### src/hdl/ppm_consts.svh
// register offsets, field positions, reset values and timing counts
`ifndef PPM_CONSTS_SVH
`define PPM_CONSTS_SVH
`define OFS_DATA 12'h000
`define OFS_STATUS 12'h001
`define OFS_CTRL 12'h002
`define OFS_FIFO 12'h400
`define OFS_CFGB 12'h401
`define OFS_ECR 12'h402
`define ECR_MODE_HI 7
`define ECR_MODE_LO 5
`define ECR_RESET 8'h15
`define CTRL_RESET 6'h00
`define CFGA_VALUE 8'h10
`define CFGB_VALUE 8'h00
`define STEP_NS 500
`define STEP_CYC ((`STEP_NS + 39) / 40)
`endif

### src/hdl/ppm_pkg.sv
// types shared by the parallel port mode control
package ppm_pkg;
  typedef enum logic [2:0] {
    MODE_STD = 3'h0,
    MODE_BIDIR = 3'h1,
    MODE_FIFO = 3'h2,
    MODE_ECP = 3'h3,
    MODE_EPP = 3'h4,
    MODE_RSVD = 3'h5,
    MODE_TEST = 3'h6,
    MODE_CFG = 3'h7
  } port_mode_e;
endpackage

### src/hdl/ppm_port.sv
// multi-mode parallel port: mode control, byte fifo and handshakes
// Notes on behaviour
// - empty status bit reads 1 with fifo empty, 0 otherwise
// - mode 000: fifo held in reset, control drivers open-drain
// - mode 001: direction tri-states data; data reads return pin levels
// - mode 010: fifo bytes sent with compatibility handshake, forward only
// - mode 011: command and data share fifo; reverse fills fifo
// - mode 100 selects epp only with epp option enabled; push-pull
// - mode 110 tests fifo without handshake; code 101 reserved
// - mode 111: config registers at 0x400 and 0x401 replace fifo
// - automatic handshake runs only in modes 011 and 010
// - leaving forward extended mode deasserts all handshake lines on the same edge that changes the mode
// - leaving ecp reverse discards bytes and deasserts auto feed
// - mode changes cause no glitches on handshake lines
// - command bytes via command port, data via fifo port at 0x400; forward only
// - ecp reverse handshakes each byte and fills the fifo until it is full, then stops requesting
// - hostack/periphack high marks data, low marks command; periphack is not sampled, reverse bytes are stored as data
// - forward command bit 7: 0 run length, 1 channel address
// - ecr bits 7:5 hold the read/write mode code
// - command port write in mode 011 forward tags byte as command
`timescale 1ns/100ps
`include "ppm_consts.svh"
module ppm_port import ppm_pkg::*; #(
  parameter int DEPTH = 16,
  parameter logic EPP_OPTION = 1'b0
) (
  input wire logic mclk_i,
  input wire logic reset_n_i,
  input wire logic [11:0] addr_i,
  input wire logic [7:0] wdata_i,
  input wire logic wr_i,
  input wire logic rd_i,
  output logic [7:0] rdata_o,
  input wire logic [7:0] pd_i,
  output logic [7:0] pd_o,
  output logic pd_oe_o,
  input wire logic busy_i,
  input wire logic ack_n_i,
  input wire logic fault_n_i,
  input wire logic perr_i,
  input wire logic select_i,
  output logic byte_strobe_line_n_o,
  output logic byte_strobe_line_n_oe_o,
  output logic auto_feed_line_n_o,
  output logic auto_feed_line_n_oe_o,
  output logic peripheral_reset_line_n_o,
  output logic peripheral_reset_line_n_oe_o,
  output logic peripheral_select_line_n_o,
  output logic peripheral_select_line_n_oe_o,
  output logic epp_active_o
);
  localparam int AW = $clog2(DEPTH);
  typedef enum logic [1:0] {HS_IDLE, HS_SETUP, HS_STROBE, HS_WAIT} hs_e;

  logic [7:0] data_ff;
  logic [5:0] ctrl_ff;
  logic [2:0] mode_ff;
  logic [4:0] ecr_low_ff;
  logic [7:0] mem [DEPTH];
  logic [DEPTH-1:0] tag_ff;
  logic [AW-1:0] wp_ff, rp_ff;
  logic [AW:0] cnt_ff;
  logic [7:0] last_ff;
  logic [7:0] rdata_ff;
  hs_e hs_ff;
  logic [7:0] tmr_ff;
  logic [7:0] out_ff;
  logic host_ack_ff, strobe_ff, afd_ff;

  function automatic logic is_mode(input logic [2:0] m, input port_mode_e e);
    return m == e;
  endfunction

  // decode
  wire logic dir = ctrl_ff[5] && !is_mode(mode_ff, MODE_STD)
    && !is_mode(mode_ff, MODE_FIFO);
  wire logic fifo_en = !is_mode(mode_ff, MODE_STD);
  wire logic empty = cnt_ff == '0;
  wire logic full = cnt_ff == (AW+1)'(DEPTH);
  wire logic auto_mode = is_mode(mode_ff, MODE_FIFO)
    || is_mode(mode_ff, MODE_ECP);
  wire logic fwd_auto = auto_mode && !dir;
  wire logic rev_auto = is_mode(mode_ff, MODE_ECP) && dir;
  wire logic fifo_port = addr_i == `OFS_FIFO && !is_mode(mode_ff, MODE_CFG);
  wire logic cmd_wr = wr_i && addr_i == `OFS_DATA
    && is_mode(mode_ff, MODE_ECP) && !dir;
  wire logic dat_wr = wr_i && fifo_port && !dir
    && (is_mode(mode_ff, MODE_FIFO) || is_mode(mode_ff, MODE_ECP)
    || is_mode(mode_ff, MODE_TEST));
  wire logic tst_wr = wr_i && fifo_port && dir && is_mode(mode_ff, MODE_TEST);
  wire logic hs_pop = fwd_auto && hs_ff == HS_IDLE && !empty && !busy_i;
  wire logic rev_push = rev_auto && hs_ff == HS_WAIT && ack_n_i;
  wire logic cpu_pop = rd_i && fifo_port && !empty
    && (is_mode(mode_ff, MODE_ECP) && dir || is_mode(mode_ff, MODE_TEST));
  wire logic push = (cmd_wr || dat_wr || tst_wr || rev_push) && !full;
  wire logic pop = hs_pop || cpu_pop;
  wire logic push_tag = cmd_wr; // command bytes go out with hostack low
  wire logic [7:0] push_byte = rev_push ? pd_i : wdata_i;
  wire logic ecr_wr = wr_i && addr_i == `OFS_ECR;
  wire logic [2:0] new_mode = wdata_i[`ECR_MODE_HI:`ECR_MODE_LO];
  wire logic mode_chg = ecr_wr && new_mode != mode_ff;
  wire logic leave_auto = mode_chg && auto_mode;
  wire logic [7:0] status_rd = {~busy_i, ack_n_i, perr_i, select_i,
    fault_n_i, 3'h0};
  wire logic [7:0] ecr_rd = {mode_ff, ecr_low_ff[4:2], full, empty};
  wire logic [7:0] data_rd = (is_mode(mode_ff, MODE_STD)) ? data_ff
    : pd_i;
  wire logic [7:0] fifo_rd = empty ? last_ff : mem[rp_ff];
  wire logic [7:0] nxt_rdata =
    rd_i && addr_i == `OFS_DATA ? data_rd :
    rd_i && addr_i == `OFS_STATUS ? status_rd :
    rd_i && addr_i == `OFS_CTRL ? {2'h0, ctrl_ff} :
    rd_i && addr_i == `OFS_ECR ? ecr_rd :
    rd_i && addr_i == `OFS_FIFO && is_mode(mode_ff, MODE_CFG) ? `CFGA_VALUE :
    rd_i && addr_i == `OFS_CFGB && is_mode(mode_ff, MODE_CFG) ? `CFGB_VALUE :
    rd_i && fifo_port ? fifo_rd : 8'h00;

  // host registers; mode resets to standard
  always_ff @(posedge mclk_i or negedge reset_n_i) begin
    if (!reset_n_i) begin
      data_ff <= 8'h00;
      ctrl_ff <= `CTRL_RESET;
      mode_ff <= 3'h0;
      ecr_low_ff <= 5'(`ECR_RESET);
      rdata_ff <= 8'h00;
    end else begin
      rdata_ff <= nxt_rdata;
      if (wr_i && addr_i == `OFS_DATA && !cmd_wr) data_ff <= wdata_i;
      if (wr_i && addr_i == `OFS_CTRL) ctrl_ff <= wdata_i[5:0];
      if (ecr_wr) begin
        mode_ff <= new_mode;
        ecr_low_ff <= wdata_i[4:0];
      end
    end
  end

  // fifo; cleared in standard mode and on leaving ecp reverse (mode 011 with direction set),
  // which drops unread reverse bytes
  always_ff @(posedge mclk_i or negedge reset_n_i) begin
    if (!reset_n_i) begin
      wp_ff <= '0;
      rp_ff <= '0;
      cnt_ff <= '0;
      last_ff <= 8'h00;
      tag_ff <= '0;
    end else if (!fifo_en || leave_auto && rev_auto) begin
      wp_ff <= '0;
      rp_ff <= '0;
      cnt_ff <= '0;
    end else begin
      if (push) begin
        mem[wp_ff] <= push_byte;
        tag_ff[wp_ff] <= push_tag;
        wp_ff <= wp_ff == AW'(DEPTH - 1) ? '0 : wp_ff + 1'b1;
      end
      if (pop) begin
        last_ff <= mem[rp_ff];
        rp_ff <= rp_ff == AW'(DEPTH - 1) ? '0 : rp_ff + 1'b1;
      end
      cnt_ff <= cnt_ff + (AW+1)'(push) - (AW+1)'(pop);
    end
  end

  // automatic handshake; a mode change forces every line inactive
  always_ff @(posedge mclk_i or negedge reset_n_i) begin
    if (!reset_n_i) begin
      hs_ff <= HS_IDLE;
      tmr_ff <= 8'h00;
      out_ff <= 8'h00;
      host_ack_ff <= 1'b1;
      strobe_ff <= 1'b0;
      afd_ff <= 1'b0;
    end else if (!auto_mode || leave_auto) begin
      hs_ff <= HS_IDLE;
      strobe_ff <= 1'b0;
      afd_ff <= 1'b0;
      host_ack_ff <= 1'b1;
    end else begin
      unique case (hs_ff)
        HS_IDLE: begin
          if (hs_pop) begin
            out_ff <= mem[rp_ff];
            host_ack_ff <= !tag_ff[rp_ff];
            tmr_ff <= 8'(`STEP_CYC);
            hs_ff <= HS_SETUP;
          end else if (rev_auto && !full) begin
            afd_ff <= 1'b1; // ask the peripheral for a byte
            hs_ff <= HS_STROBE;
          end
        end
        HS_SETUP: begin
          if (tmr_ff == 8'h01) begin
            strobe_ff <= 1'b1;
            tmr_ff <= 8'(`STEP_CYC);
            hs_ff <= HS_STROBE;
          end else tmr_ff <= tmr_ff - 8'h01;
        end
        HS_STROBE: begin
          if (rev_auto) begin
            if (!ack_n_i) begin
              afd_ff <= 1'b0;
              hs_ff <= HS_WAIT;
            end
          end else if (tmr_ff == 8'h01) begin
            strobe_ff <= 1'b0;
            hs_ff <= HS_WAIT;
          end else tmr_ff <= tmr_ff - 8'h01;
        end
        HS_WAIT: begin
          if (rev_auto ? ack_n_i : !busy_i) hs_ff <= HS_IDLE;
        end
      endcase
    end
  end

  // pins: auto modes take over strobe, auto feed and data
  wire logic drv_ctrl_oc = is_mode(mode_ff, MODE_STD);
  wire logic strobe_lvl = auto_mode ? !strobe_ff : !ctrl_ff[0];
  wire logic afd_lvl = is_mode(mode_ff, MODE_ECP) ? (dir ? !afd_ff
    : host_ack_ff) : auto_mode ? 1'b1 : !ctrl_ff[1];
  assign byte_strobe_line_n_o = strobe_lvl;
  assign byte_strobe_line_n_oe_o = !drv_ctrl_oc || !strobe_lvl;
  assign auto_feed_line_n_o = afd_lvl;
  assign auto_feed_line_n_oe_o = !drv_ctrl_oc || !afd_lvl;
  assign peripheral_reset_line_n_o = ctrl_ff[2];
  assign peripheral_reset_line_n_oe_o = !drv_ctrl_oc || !ctrl_ff[2];
  assign peripheral_select_line_n_o = !ctrl_ff[3];
  assign peripheral_select_line_n_oe_o = !drv_ctrl_oc || ctrl_ff[3];
  assign pd_o = fwd_auto ? out_ff : is_mode(mode_ff, MODE_TEST)
    ? last_ff : data_ff;
  assign pd_oe_o = !dir;
  assign epp_active_o = is_mode(mode_ff, MODE_EPP) && EPP_OPTION;
  assign rdata_o = rdata_ff;

  empty_flag_a: assert property (@(posedge mclk_i) disable iff (!reset_n_i)
    rd_i && addr_i == `OFS_ECR |=> rdata_o[0] == $past(cnt_ff == '0))
    else $error("empty flag mismatch");
  std_fifo_a: assert property (@(posedge mclk_i) disable iff (!reset_n_i)
    is_mode(mode_ff, MODE_STD) |=> cnt_ff == '0 || $past(ecr_wr))
    else $error("fifo not held in standard mode");
  std_dir_a: assert property (@(posedge mclk_i) disable iff (!reset_n_i)
    is_mode(mode_ff, MODE_STD) |-> pd_oe_o)
    else $error("data tri-stated in standard mode");
  leave_lines_a: assert property (@(posedge mclk_i) disable iff (!reset_n_i)
    leave_auto |=> !strobe_ff && !afd_ff && hs_ff == HS_IDLE)
    else $error("handshake left active after mode change");
  rev_drop_a: assert property (@(posedge mclk_i) disable iff (!reset_n_i)
    leave_auto && rev_auto |=> cnt_ff == '0)
    else $error("reverse bytes kept");
  auto_only_a: assert property (@(posedge mclk_i) disable iff (!reset_n_i)
    !auto_mode |=> !strobe_ff || auto_mode)
    else $error("strobe outside automatic mode");
  test_quiet_a: assert property (@(posedge mclk_i) disable iff (!reset_n_i)
    is_mode(mode_ff, MODE_TEST) |-> byte_strobe_line_n_o == !ctrl_ff[0])
    else $error("handshake in test mode");
  cfg_read_a: assert property (@(posedge mclk_i) disable iff (!reset_n_i)
    rd_i && addr_i == `OFS_FIFO && is_mode(mode_ff, MODE_CFG)
    |=> rdata_o == `CFGA_VALUE)
    else $error("config register a not returned");
  cmd_tag_a: assert property (@(posedge mclk_i) disable iff (!reset_n_i)
    cmd_wr && !full |=> tag_ff[$past(wp_ff)])
    else $error("command byte not tagged");
endmodule

### config.mk
export PLATFORM = sky130hd
export DESIGN_NAME = ppm_port
export DESIGN_NICKNAME = d
export VERILOG_FILES = /design/src/hdl/ppm_pkg.sv /design/src/hdl/ppm_port.sv
export VERILOG_INCLUDE_DIRS = /design/src /design/src/hdl
export SDC_FILE = /design/constraint.sdc
export NUM_CORES = 1
export LEC_CHECK = 0
export CORE_MARGIN = 1.5
export CORE_UTILIZATION = 64
export DETAILED_ROUTE_END_ITERATION = 12
export DONT_BUFFER_PORTS = 1
export PLACE_DENSITY = 0.8
export SYNTH_ARGS = -nofsm -noshare
export SYNTH_HDL_FRONTEND = slang
export SYNTH_SLANG_ARGS = --single-unit
### constraint.sdc
create_clock -name mclk_i -period 3.8 [get_ports mclk_i]
set_input_delay 0.19 -clock mclk_i [delete_from_list [all_inputs] [get_ports mclk_i]]
set_output_delay 0.19 -clock mclk_i [all_outputs]
set_load 0.005 [all_outputs]
### Yosys cells after proc, flatten, opt, wreduce, memory -nomap -nowiden

Memories as Yosys holds them, arrays and structs flattened.
Cells that the tools add are included.

| storage, ports and cells | value |
|---|---|
| bits in registers | 88 |
| latch bits | 0 |
| bits in writable memories | 128 |
| ROM bits | 0 |
| input port bits | 37 |
| output and inout port bits | 26 |
| logic and storage cells | 208 |
| memories kept | 1 |

| operators by class | value |
|---|---|
| $add $sub $neg | 5 |
| $mul | 0 |
| divide/modulo/power cells | 0 |
| $lt $le $gt $ge | 3 |
| equality and inequality tests | 31 |
| shift-type cells | 0 |
| mux-type cells | 60 |
| bitwise operators | 3 |
| reduce and logical (&&, ||, !) cells | 89 |

Memories:

| memory | depth | bits a word | rd ports | clocked after Yosys merged registers in | wr ports | RTL line | text |
|---|---|---|---|---|---|---|---|
| mem | 16 | 8 | 1 | 0 | 1 | ppm_port.sv:59 | `logic [7:0] mem [DEPTH];` |

Operator list:

| kind | number |
|---|---|
| 2-to-1 mux 8 bit | 16 |
| logical AND 1 bit | 39 |
| equality test 12 x 11 -> 1 bit, second input constant | 3 |
| 2-to-1 mux 4 bit | 6 |
| one-hot mux 8 bit (3 select lines) | 1 |
| 2-to-1 mux 1 bit | 22 |
| zero test 1 bit | 18 |
| bitwise mux 16 bit | 1 |
| 2-to-1 mux 2 bit | 8 |
| != test 3 bit, second input constant | 5 |
| AND reduction 5 bit | 3 |
| logical OR 1 bit | 13 |
| equality test 12 x 1 -> 1 bit, second input constant | 1 |
| equality test 12 x 2 -> 1 bit, second input constant | 1 |
| zero test 12 bit | 1 |
| < comparator 4 x 5 -> 1 bit, second input constant | 2 |
| nonzero test 3 bit | 3 |
| adder 4 x 1 -> 4 bit, second input constant | 2 |
| equality test 4 bit, second input constant | 2 |
| equality test 8 x 1 -> 1 bit, second input constant | 1 |
| != test 4 bit, second input constant | 2 |
| one-hot mux 2 bit (4 select lines) | 1 |
| nonzero test 2 bit | 4 |
| subtractor 8 x 1 -> 8 bit, second input constant | 1 |
| other kinds (24) | 35 |

### Depth between registers and ports, before layout

Gate-level depths: netlist of the first run.

| depth | value |
|---|---|
| depth after elaboration | 15 |
| depth in mapped cells | 18 |
| depth with buffers taken out | 17 |

### Worst setup path after synthesis of the first run

OpenSTA, ideal clock, no wires.

| path | value |
|---|---|
| path type | reg-to-reg |
| from | reg cnt_ff[3] |
| to | reg cnt_ff[4] |
| library setup time | 78 ps |
| arrival | 3235 ps |
| required time | 3722 ps |
| path slack | 487 ps |
| cell stages (with the launch flop) | 19 |
| buffers on the path | 2 |
| clock period less this slack | 3313 ps |
| path through | dfrtp_1 -> inv_1 -> ha_1 -> or4b_1 -> and4_1 -> buf_2 -> a21oi_2 -> inv_2 -> buf_4 -> ha_1 -> inv_1 -> ha_1 -> inv_1 -> fa_1 -> inv_1 -> a21oi_1 -> nor2_1 -> or3_1 -> a21oi_1 |

| on the way | value |
|---|---|
| cells in the longest elaborated chain, start to end | 7 |
| elaborated cells on any way between the ends | 13 |
| classes of those cells | add/sub: 2; eq/ne: 1; mux: 1; reduce/logical: 9 |

Ends and longest elaborated chain:

| element | RTL line | text |
|---|---|---|
| from (decl) | ppm_port.sv:62 | `logic [AW:0] cnt_ff;` |
| from (signal assigned) | ppm_port.sv:160 | `cnt_ff <= cnt_ff + (AW+1)'(push) - (AW+1)'(pop);` |
| parallel branches: the longest is 5 deep, another holds adder 5 x 1 -> 5 bit | -- |  |
| subtractor 5 x 1 -> 5 bit * | ppm_port.sv:160 |  |
| 2-to-1 mux 5 bit * | ppm_port.sv:146 | `end else if (!fifo_en \|\| leave_auto && rev_auto) begin` |

Mark *: on every way between the ends.
A chain may end at the register's enable or synchronous reset.

### Worst setup path in the final report of the first run

Ends and elaborated chain as after synthesis.

==> flow_summary.yaml, run 1 <==
place:
  hpwl_um: 15900
  place.port_buffers: 0
  place_congestion: 0.881
  place_ws_ps: 282
min_path:
  hold_depth: 3
  holdCritPathClass: "input pin to flop"
  min_from: "pd_i[0]"
  hold_end: "rdata_o[0]"
cells_and_area:
  syn2layout_area_growth_pct: 11.4
  drive_gt1_share_pct: 18.2
  ff_latch_area_um2: 6000
  n_fill_cell: 975
  multiInputGateArea_um2: 3870
  nets: 814
  diodes: 0
critical_path:
  critPathLaunchType: "flop"
  r2r_setup_slack_ps: 320
  cp_common_cell: "inv_1"
  path_cells: "inv_1, ha_1, or4b_1, and4_1, a21oi_4, inv_2, ha_1, inv_1, ha_1, inv_1, fa_1, inv_1, a21oi_1, nor2_1, or3_1, a21oi_1"
  cp_max_fo: 8
  critPathKind: "flop to flop"
  r2r-start: "cnt_ff[3]"
  critPathMaxStageDelay_ps: 520
  reg2reg_depth: 16
  cpMaxStageDelayCell: "or4b_1"
  rr_endpoint: "cnt_ff[4]"
  crit_required_ps: 4240
  path_buf_inv: 5
  arrival_ps: 3910
  crit_family: "simple AND/OR/NAND/NOR gates"
  cp-end-kind: "flop"
timing:
  setup_viol_count_final: 0
  slew_headroom_pct: 29.3
  slew_viol_final: 0
  rsz0062_at_grt: "false"
  hold_viol_final: 0
  layout_setup_ws_ps: 324
  fmax_ghz: 0.288
  fin_hold_ws_ps: 21.4
  fin_tns_setup_ps: 0
  tightest_slew_ps: 1060
  fin_crit_ps: 3480
  skew_ps: 17.0
  timing.final.crit_share_pct: 91.5
drt:
  vias: 6671
  ant_nets: 0
  post_drt_wl_per_cell_um: 24.5
  drcViolationCount: 0
  drtIter0Drc: 765
  drt_pass1_iterations: 5
  viasPerCell: 6.77
  wl_um: 24100
yosys:
  yosys.area_share.simple_pct: 9.93
  synth_fa_ha_area_share_pct: 2.42
  synthMuxAreaShare_pct: 16.7
  async_reset_ff_share_pct: 40.2
  synth.cell_area_um2: 10100
  synth_top_cell_area_share_pct: 38.0
  synth_top_family_by_area: "multiplexers"
  synth_seq_cells: 214
  syn_avg_cell_area_um2: 13.7
  synth-edff-count: 128
  synth_ff_type: "edfxtp_1"
  synth_warnings: 0
  ys_types: 73
  synth_xor_area_share_pct: 0.519
  ys_seq_area_share_pct: 59.3
  synth-compound-area-share_pct: 8.51
  synth_nets: 795
  synth_top_area_cell: "edfxtp_1"
  ys_top_cells_by_area: "edfxtp_1 (38%), dfrtp_1 (21%), mux4_2 (6.2%)"
  syn_inst: 739
die:
  ios: 63
  die_x_um: 129
  die-area_um2: 16600
  rows: 45
  die_height_um: 129
  core-area_um2: 15300
  start_util_pct: 66.1
global_route:
  grt_pass1_vias: 6908
  grt_max_degree: 87
  grt_pass1_wl_um: 37900
  antenna_found_initial: 0
  grt_overflow_total: 0
  grt.total_usage_pct: 30.2
clock_tree:
  clock_path_buffers: 3
  clk_latency_ps: 520
  cts-buffers-inserted: 23
  cts_sinks: 214
  cts_tree: "built"
  htreeDepth: 1
  path_clk_slew_ps: 60
  cts_setup_buffers: 0
  cts_root_buf: "clkbuf_16"
flow_run:
  maxCapViolations: 0
power:
  ir_drop_mv: 0.457
  p_total_mw: 4.72
  power_density_nw_per_um2: 419
  p_leak_nw: 4.26
status:
  outcome: "finished clean"
[worst register-to-register path: cells and delay by family (launching register included)]
family	cells	cell delay [ps]
buf+inv	5	310
simple gates	4	1270
fa+ha+maj	4	840
compound gates	3	560
flops	1	400
[through the flow]
step / instances / utilization (%) / instance area, µm²
after floorplan: 739 / - / 10100
after global placement: 927 / 67.5 / 10300
after detailed placement: 927 / 67.5 / 10300
after CTS: 986 / 73.5 / 11300
after global routing: 986 / 73.6 / 11300
final: 986 / 73.6 / 11300
[sequential cells by signal (all words and copies together), names as in the netlist, 5 cells and up]
| name | count |
|---|---|
| data_ff | 8 |
| rdata_o | 8 |
| ctrl_ff | 6 |
| mem | 128 |
| out_ff | 8 |
| last_ff | 8 |
| tmr_ff | 8 |
| cnt_ff | 5 |
| tag_ff | 16 |
[where the power goes]
group,switching [mW],internal (mW),total (mW)
clock,0.910,1.25,2.16
sequential,0.00127,2.47,2.47
combinational,0.0595,0.0257,0.0853
[kinds of logic (layout without fill, tap and decap cells)]
kind of cell | after synthesis | after routing
compound gates | 126 | 126
other cells | 1 | 1
flops | 214 | 214
simple gates | 186 | 186
buf+inv | 61 | 97
fa+ha+maj | 19 | 19
xor+xnor | 6 | 6
mux | 126 | 126
[layer usage]
metal  vias to the layer above  global-route usage, %  wire [µm]
met5                         -                      0          0
met4                         0                   12.2        847
met3                        77                   5.07       1780
met2                       354                   50.5      11800
met1                      3368                   40.0       9700
li1                       2872                      -          -
[synth_stat cells (4+ instances only)]
library cell and number:
and3_1 14, buf_2 12, a22oi_1 12, and2_1 13, clkbuf_1 19, mux2_2 44, o22ai_1 7, a221o_1 5
dfrtp_1 83, mux2_1 16, o21ai_0 31, or3_1 6, o31ai_1 4, buf_4 5, a221oi_1 15, nor2_1 30
mux2i_1 38, nor2b_1 8, mux4_2 28, xor2_1 5, ha_1 18, nand3_1 24, edfxtp_1 128, a21oi_1 22
inv_1 22, nand2_1 53, nor3_1 7
[how the worst max path moves through the flow]
stage	slack, ps	from	cells after the start	endpoint
detailed placement	280	cnt_ff[3]	16	cnt_ff[4]
global placement	470	cnt_ff[3]	16	cnt_ff[4]
floorplan	490	cnt_ff[3]	18	cnt_ff[4]
global route	70	cnt_ff[3]	16	cnt_ff[4]
CTS	260	cnt_ff[3]	16	cnt_ff[4]
finish	320	cnt_ff[3]	16	cnt_ff[4]
[repair_timing]
| item | in CTS | in global routing |
|---|---|---|
| gates resized for setup | 0 | 2 |
| endpoints found under the hold margin | 110 | 0 |
| endpoints found under the setup margin | 0 | 1 |
| hold buffers | 17 | 0 |
[cells in the final DEF, fill, tap and decap left out, types with 3 or more instances in the layout]
master and instances:
o22ai_1 7, and3_1 14, a221o_1 5, or3_1 6, nor4_1 3, nand2b_1 3
dfrtp_1 82, o21ai_0 31, nor2b_1 8, nor3_1 6, nor2_1 30, dlygate4sd3_1 16
mux2_1 16, a22oi_1 12, ha_1 18, edfxtp_1 128, a221oi_1 15, clkbuf_16 23
clkinv_2 3, inv_1 22, mux2_2 44, and2_1 13, nand3_1 24, clkinv_1 7
a21o_1 3, buf_4 14, or2_2 3, clkbuf_1 3, mux4_2 28, mux2i_1 38
a21oi_1 22, dfstp_2 3, xor2_1 5, nand2_1 53, a31oi_1 3, nor4_4 3
o31ai_1 4
[layout make-up]
cell class              instances  area share (%)
flip-flops and latches        214            53.3
inverters                      23           0.766
repair buffers                 32            2.78
clock buffers                  26            5.21
multi-input cells             464            34.4
clock inverters                16            1.29
well taps                     211            2.34
(Power assumes the default switching activity.)
==> run 2: changes to the inputs <==
--- a/config.mk
+++ b/config.mk
@@ -10,7 +10,7 @@
 export CORE_UTILIZATION = 64
 export DETAILED_ROUTE_END_ITERATION = 12
 export DONT_BUFFER_PORTS = 1
-export PLACE_DENSITY = 0.8
+export PLACE_DENSITY = 0.81
 export SYNTH_ARGS = -nofsm -noshare
 export SYNTH_HDL_FRONTEND = slang
 export SYNTH_SLANG_ARGS = --single-unit
==> run 2 against run 1 <==
  * Global-route usage down 0.29 points
  * Largest cell class unchanged
  * Clock skew is 4.5 ps lower
  * Routed wire length is 0.41% lower
  * Critical path depth grew 1
  * First-iteration DRC count is 20% lower
  * Critical endpoint unchanged
==> flow_summary.yaml, run 2 (synthesized netlist as in run 1, its figures left out) <==
min_path:
  min_from: "pd_i[0]"
  holdCritPathClass: "input pin to flop"
  hold_depth: 3
  hold_end: "rdata_o[0]"
clock_tree:
  path_clk_slew_ps: 60
  cts_tree: "built"
  htreeDepth: 1
  cts_root_buf: "clkbuf_16"
  clk_latency_ps: 510
  clock_path_buffers: 3
  cts-buffers-inserted: 23
  cts_sinks: 214
place:
  place.port_buffers: 0
  hpwl_um: 16100
  dp_cells: 928
  place_congestion: 0.923
timing:
  fmax_ghz: 0.281
  tightest_slew_ps: 985
  slew_headroom_pct: 34.0
  fin_crit_ps: 3560
  fin_tns_setup_ps: 0
  hold_viol_final: 0
  setup_viol_count_final: 0
  slew_viol_final: 0
  rsz0062_at_grt: "false"
  skew_ps: 12.5
  timing.final.crit_share_pct: 93.7
global_route:
  grt_max_degree: 87
  antenna_found_initial: 0
  grt_pass1_vias: 6756
  grt_overflow_total: 0
  grt.total_usage_pct: 29.9
  grt_pass1_wl_um: 37300
critical_path:
  path_cells: "inv_1, ha_1, nor4b_1, nor2_1, and3_1, a21oi_4, inv_2, ha_1, inv_1, ha_1, inv_1, fa_1, inv_1, a21oi_1, nor2_1, or3_1, a21oi_1"
  cpMaxStageDelayCell: "nor4b_1"
  r2r-start: "cnt_ff[2]"
  cp_common_cell: "inv_1"
  rr_endpoint: "cnt_ff[4]"
  crit_required_ps: 4230
  r2r_setup_slack_ps: 240
  cp-end-kind: "flop"
  critPathMaxStageDelay_ps: 540
  arrival_ps: 3990
  critPathKind: "flop to flop"
  critPathLaunchType: "flop"
  reg2reg_depth: 17
  cp_max_fo: 12
drt:
  wl_um: 24000
  vias: 6608
  drt_pass1_iterations: 6
  post_drt_wl_per_cell_um: 24.3
  drtIter0Drc: 611
  ant_nets: 0
  viasPerCell: 6.70
  drcViolationCount: 0
cells_and_area:
  fin_cells: 987
  reg_top3: "mem: 128 flops, tag_ff: 16 flops"
  diodes: 0
  top_register: "mem"
  syn2layout_area_growth_pct: 11.9
  nets: 816
  layout_commonest_cell: "edfxtp_1"
  largest_register_ffs: 128
  n_fill_cell: 936
  most-common-layout-cells: "edfxtp_1 (128), dfrtp_1 (82), nand2_1 (53)"
  drive_gt1_share_pct: 18.4
status:
  outcome: "finished clean"
die:
  core-area_um2: 15300
  die_height_um: 129
  die_x_um: 129
  ios: 63
  start_util_pct: 66.1
  die-area_um2: 16600
  rows: 45
power:
  ir_drop_mv: 0.526
  power_density_nw_per_um2: 427
  p_leak_nw: 4.30
flow_run:
  maxCapViolations: 0
## run 2: changes by cell type in the layout (fill, tap and decap cells not counted)
cell and delta:
clkinv_1 -6, clkbuf_1 +3, clkbuf_8 +3, clkinvlp_4 -2, buf_4 +1, bufinv_16 +1, clkinv_2 +1, clkinv_4 -1
dlygate4sd3_1 +1, nor4b_1 +1, nor4b_2 -1
## run 2: area by class of cell
| type | instances | area [µm²] | area share, % |
|---|---|---|---|
| inverter | 23 | 86.3 | 0.763 |
| timing repair buffer | 34 | 330 | 2.92 |
| tap | 211 | 264 | 2.33 |
| sequential | 214 | 6000 | 53.0 |
| clock buffer | 32 | 639 | 5.65 |
| clock inverter | 9 | 134 | 1.18 |
| multi-input combinational | 464 | 3870 | 34.2 |
## run 2: through the flow
| stage | setup WS (ps) | hold slack [ps] | power (mW) | cell area, µm² | utilization [%] |
|---|---|---|---|---|---|
| 6_report | 239 | 58.9 | 4.83 | 11300 | 73.9 |
| 2_1_floorplan | 487 | -106 | 2.55 | 10100 | - |
| 5_1_grt | 7.76 | 55.5 | 4.94 | 11300 | 73.9 |
| 3_5_place_dp | 201 | -103 | 2.56 | 10300 | 67.5 |
| 3_3_place_gp | 392 | -104 | 2.56 | 10300 | 67.5 |
| 4_1_cts | 174 | 23.4 | 4.85 | 11300 | 73.9 |
## run 2: power by group
part / switching, mW / internal (mW)
combinational: 0.0588 / 0.0259
clock: 0.889 / 1.38
sequential: 0.00136 / 2.47
## run 2: metal layers
metal | track usage, % | wire length [µm] | vias to the layer above
met5 | 0 | 0 | -
met2 | 50.6 | 11900 | 358
met3 | 4.41 | 1930 | 76
met4 | 13.0 | 866 | 0
li1 | - | - | 2871
met1 | 39.1 | 9330 | 3303
## run 2: critical path, delay by kind of cell, from the launching register on
kind                       cells  cell delay, ps
and+or+nand+nor                5            1300
adders and majority gates      4             870
AOI/OAI and AO/OA              3             510
buffers and inverters          5             420
DFF                            1             390
## run 2: how the worst max path moves through the flow
stage,start,endpoint,slack [ps],depth (start not counted)
detailed placement,cnt_ff[2],cnt_ff[4],200,16
finish,cnt_ff[2],cnt_ff[4],240,17
global route,cnt_ff[3],cnt_ff[4],8,17
CTS,cnt_ff[2],cnt_ff[4],170,16
floorplan,cnt_ff[3],cnt_ff[4],490,18
global placement,cnt_ff[3],cnt_ff[4],390,16
## run 2: timing repair
action / CTS / global route
hold buffers: 18 / 0
endpoints found under the setup margin: 0 / 1
endpoints found under the hold margin: 110 / 0
buffers inserted: 0 / 0
gates resized for setup: 0 / 1
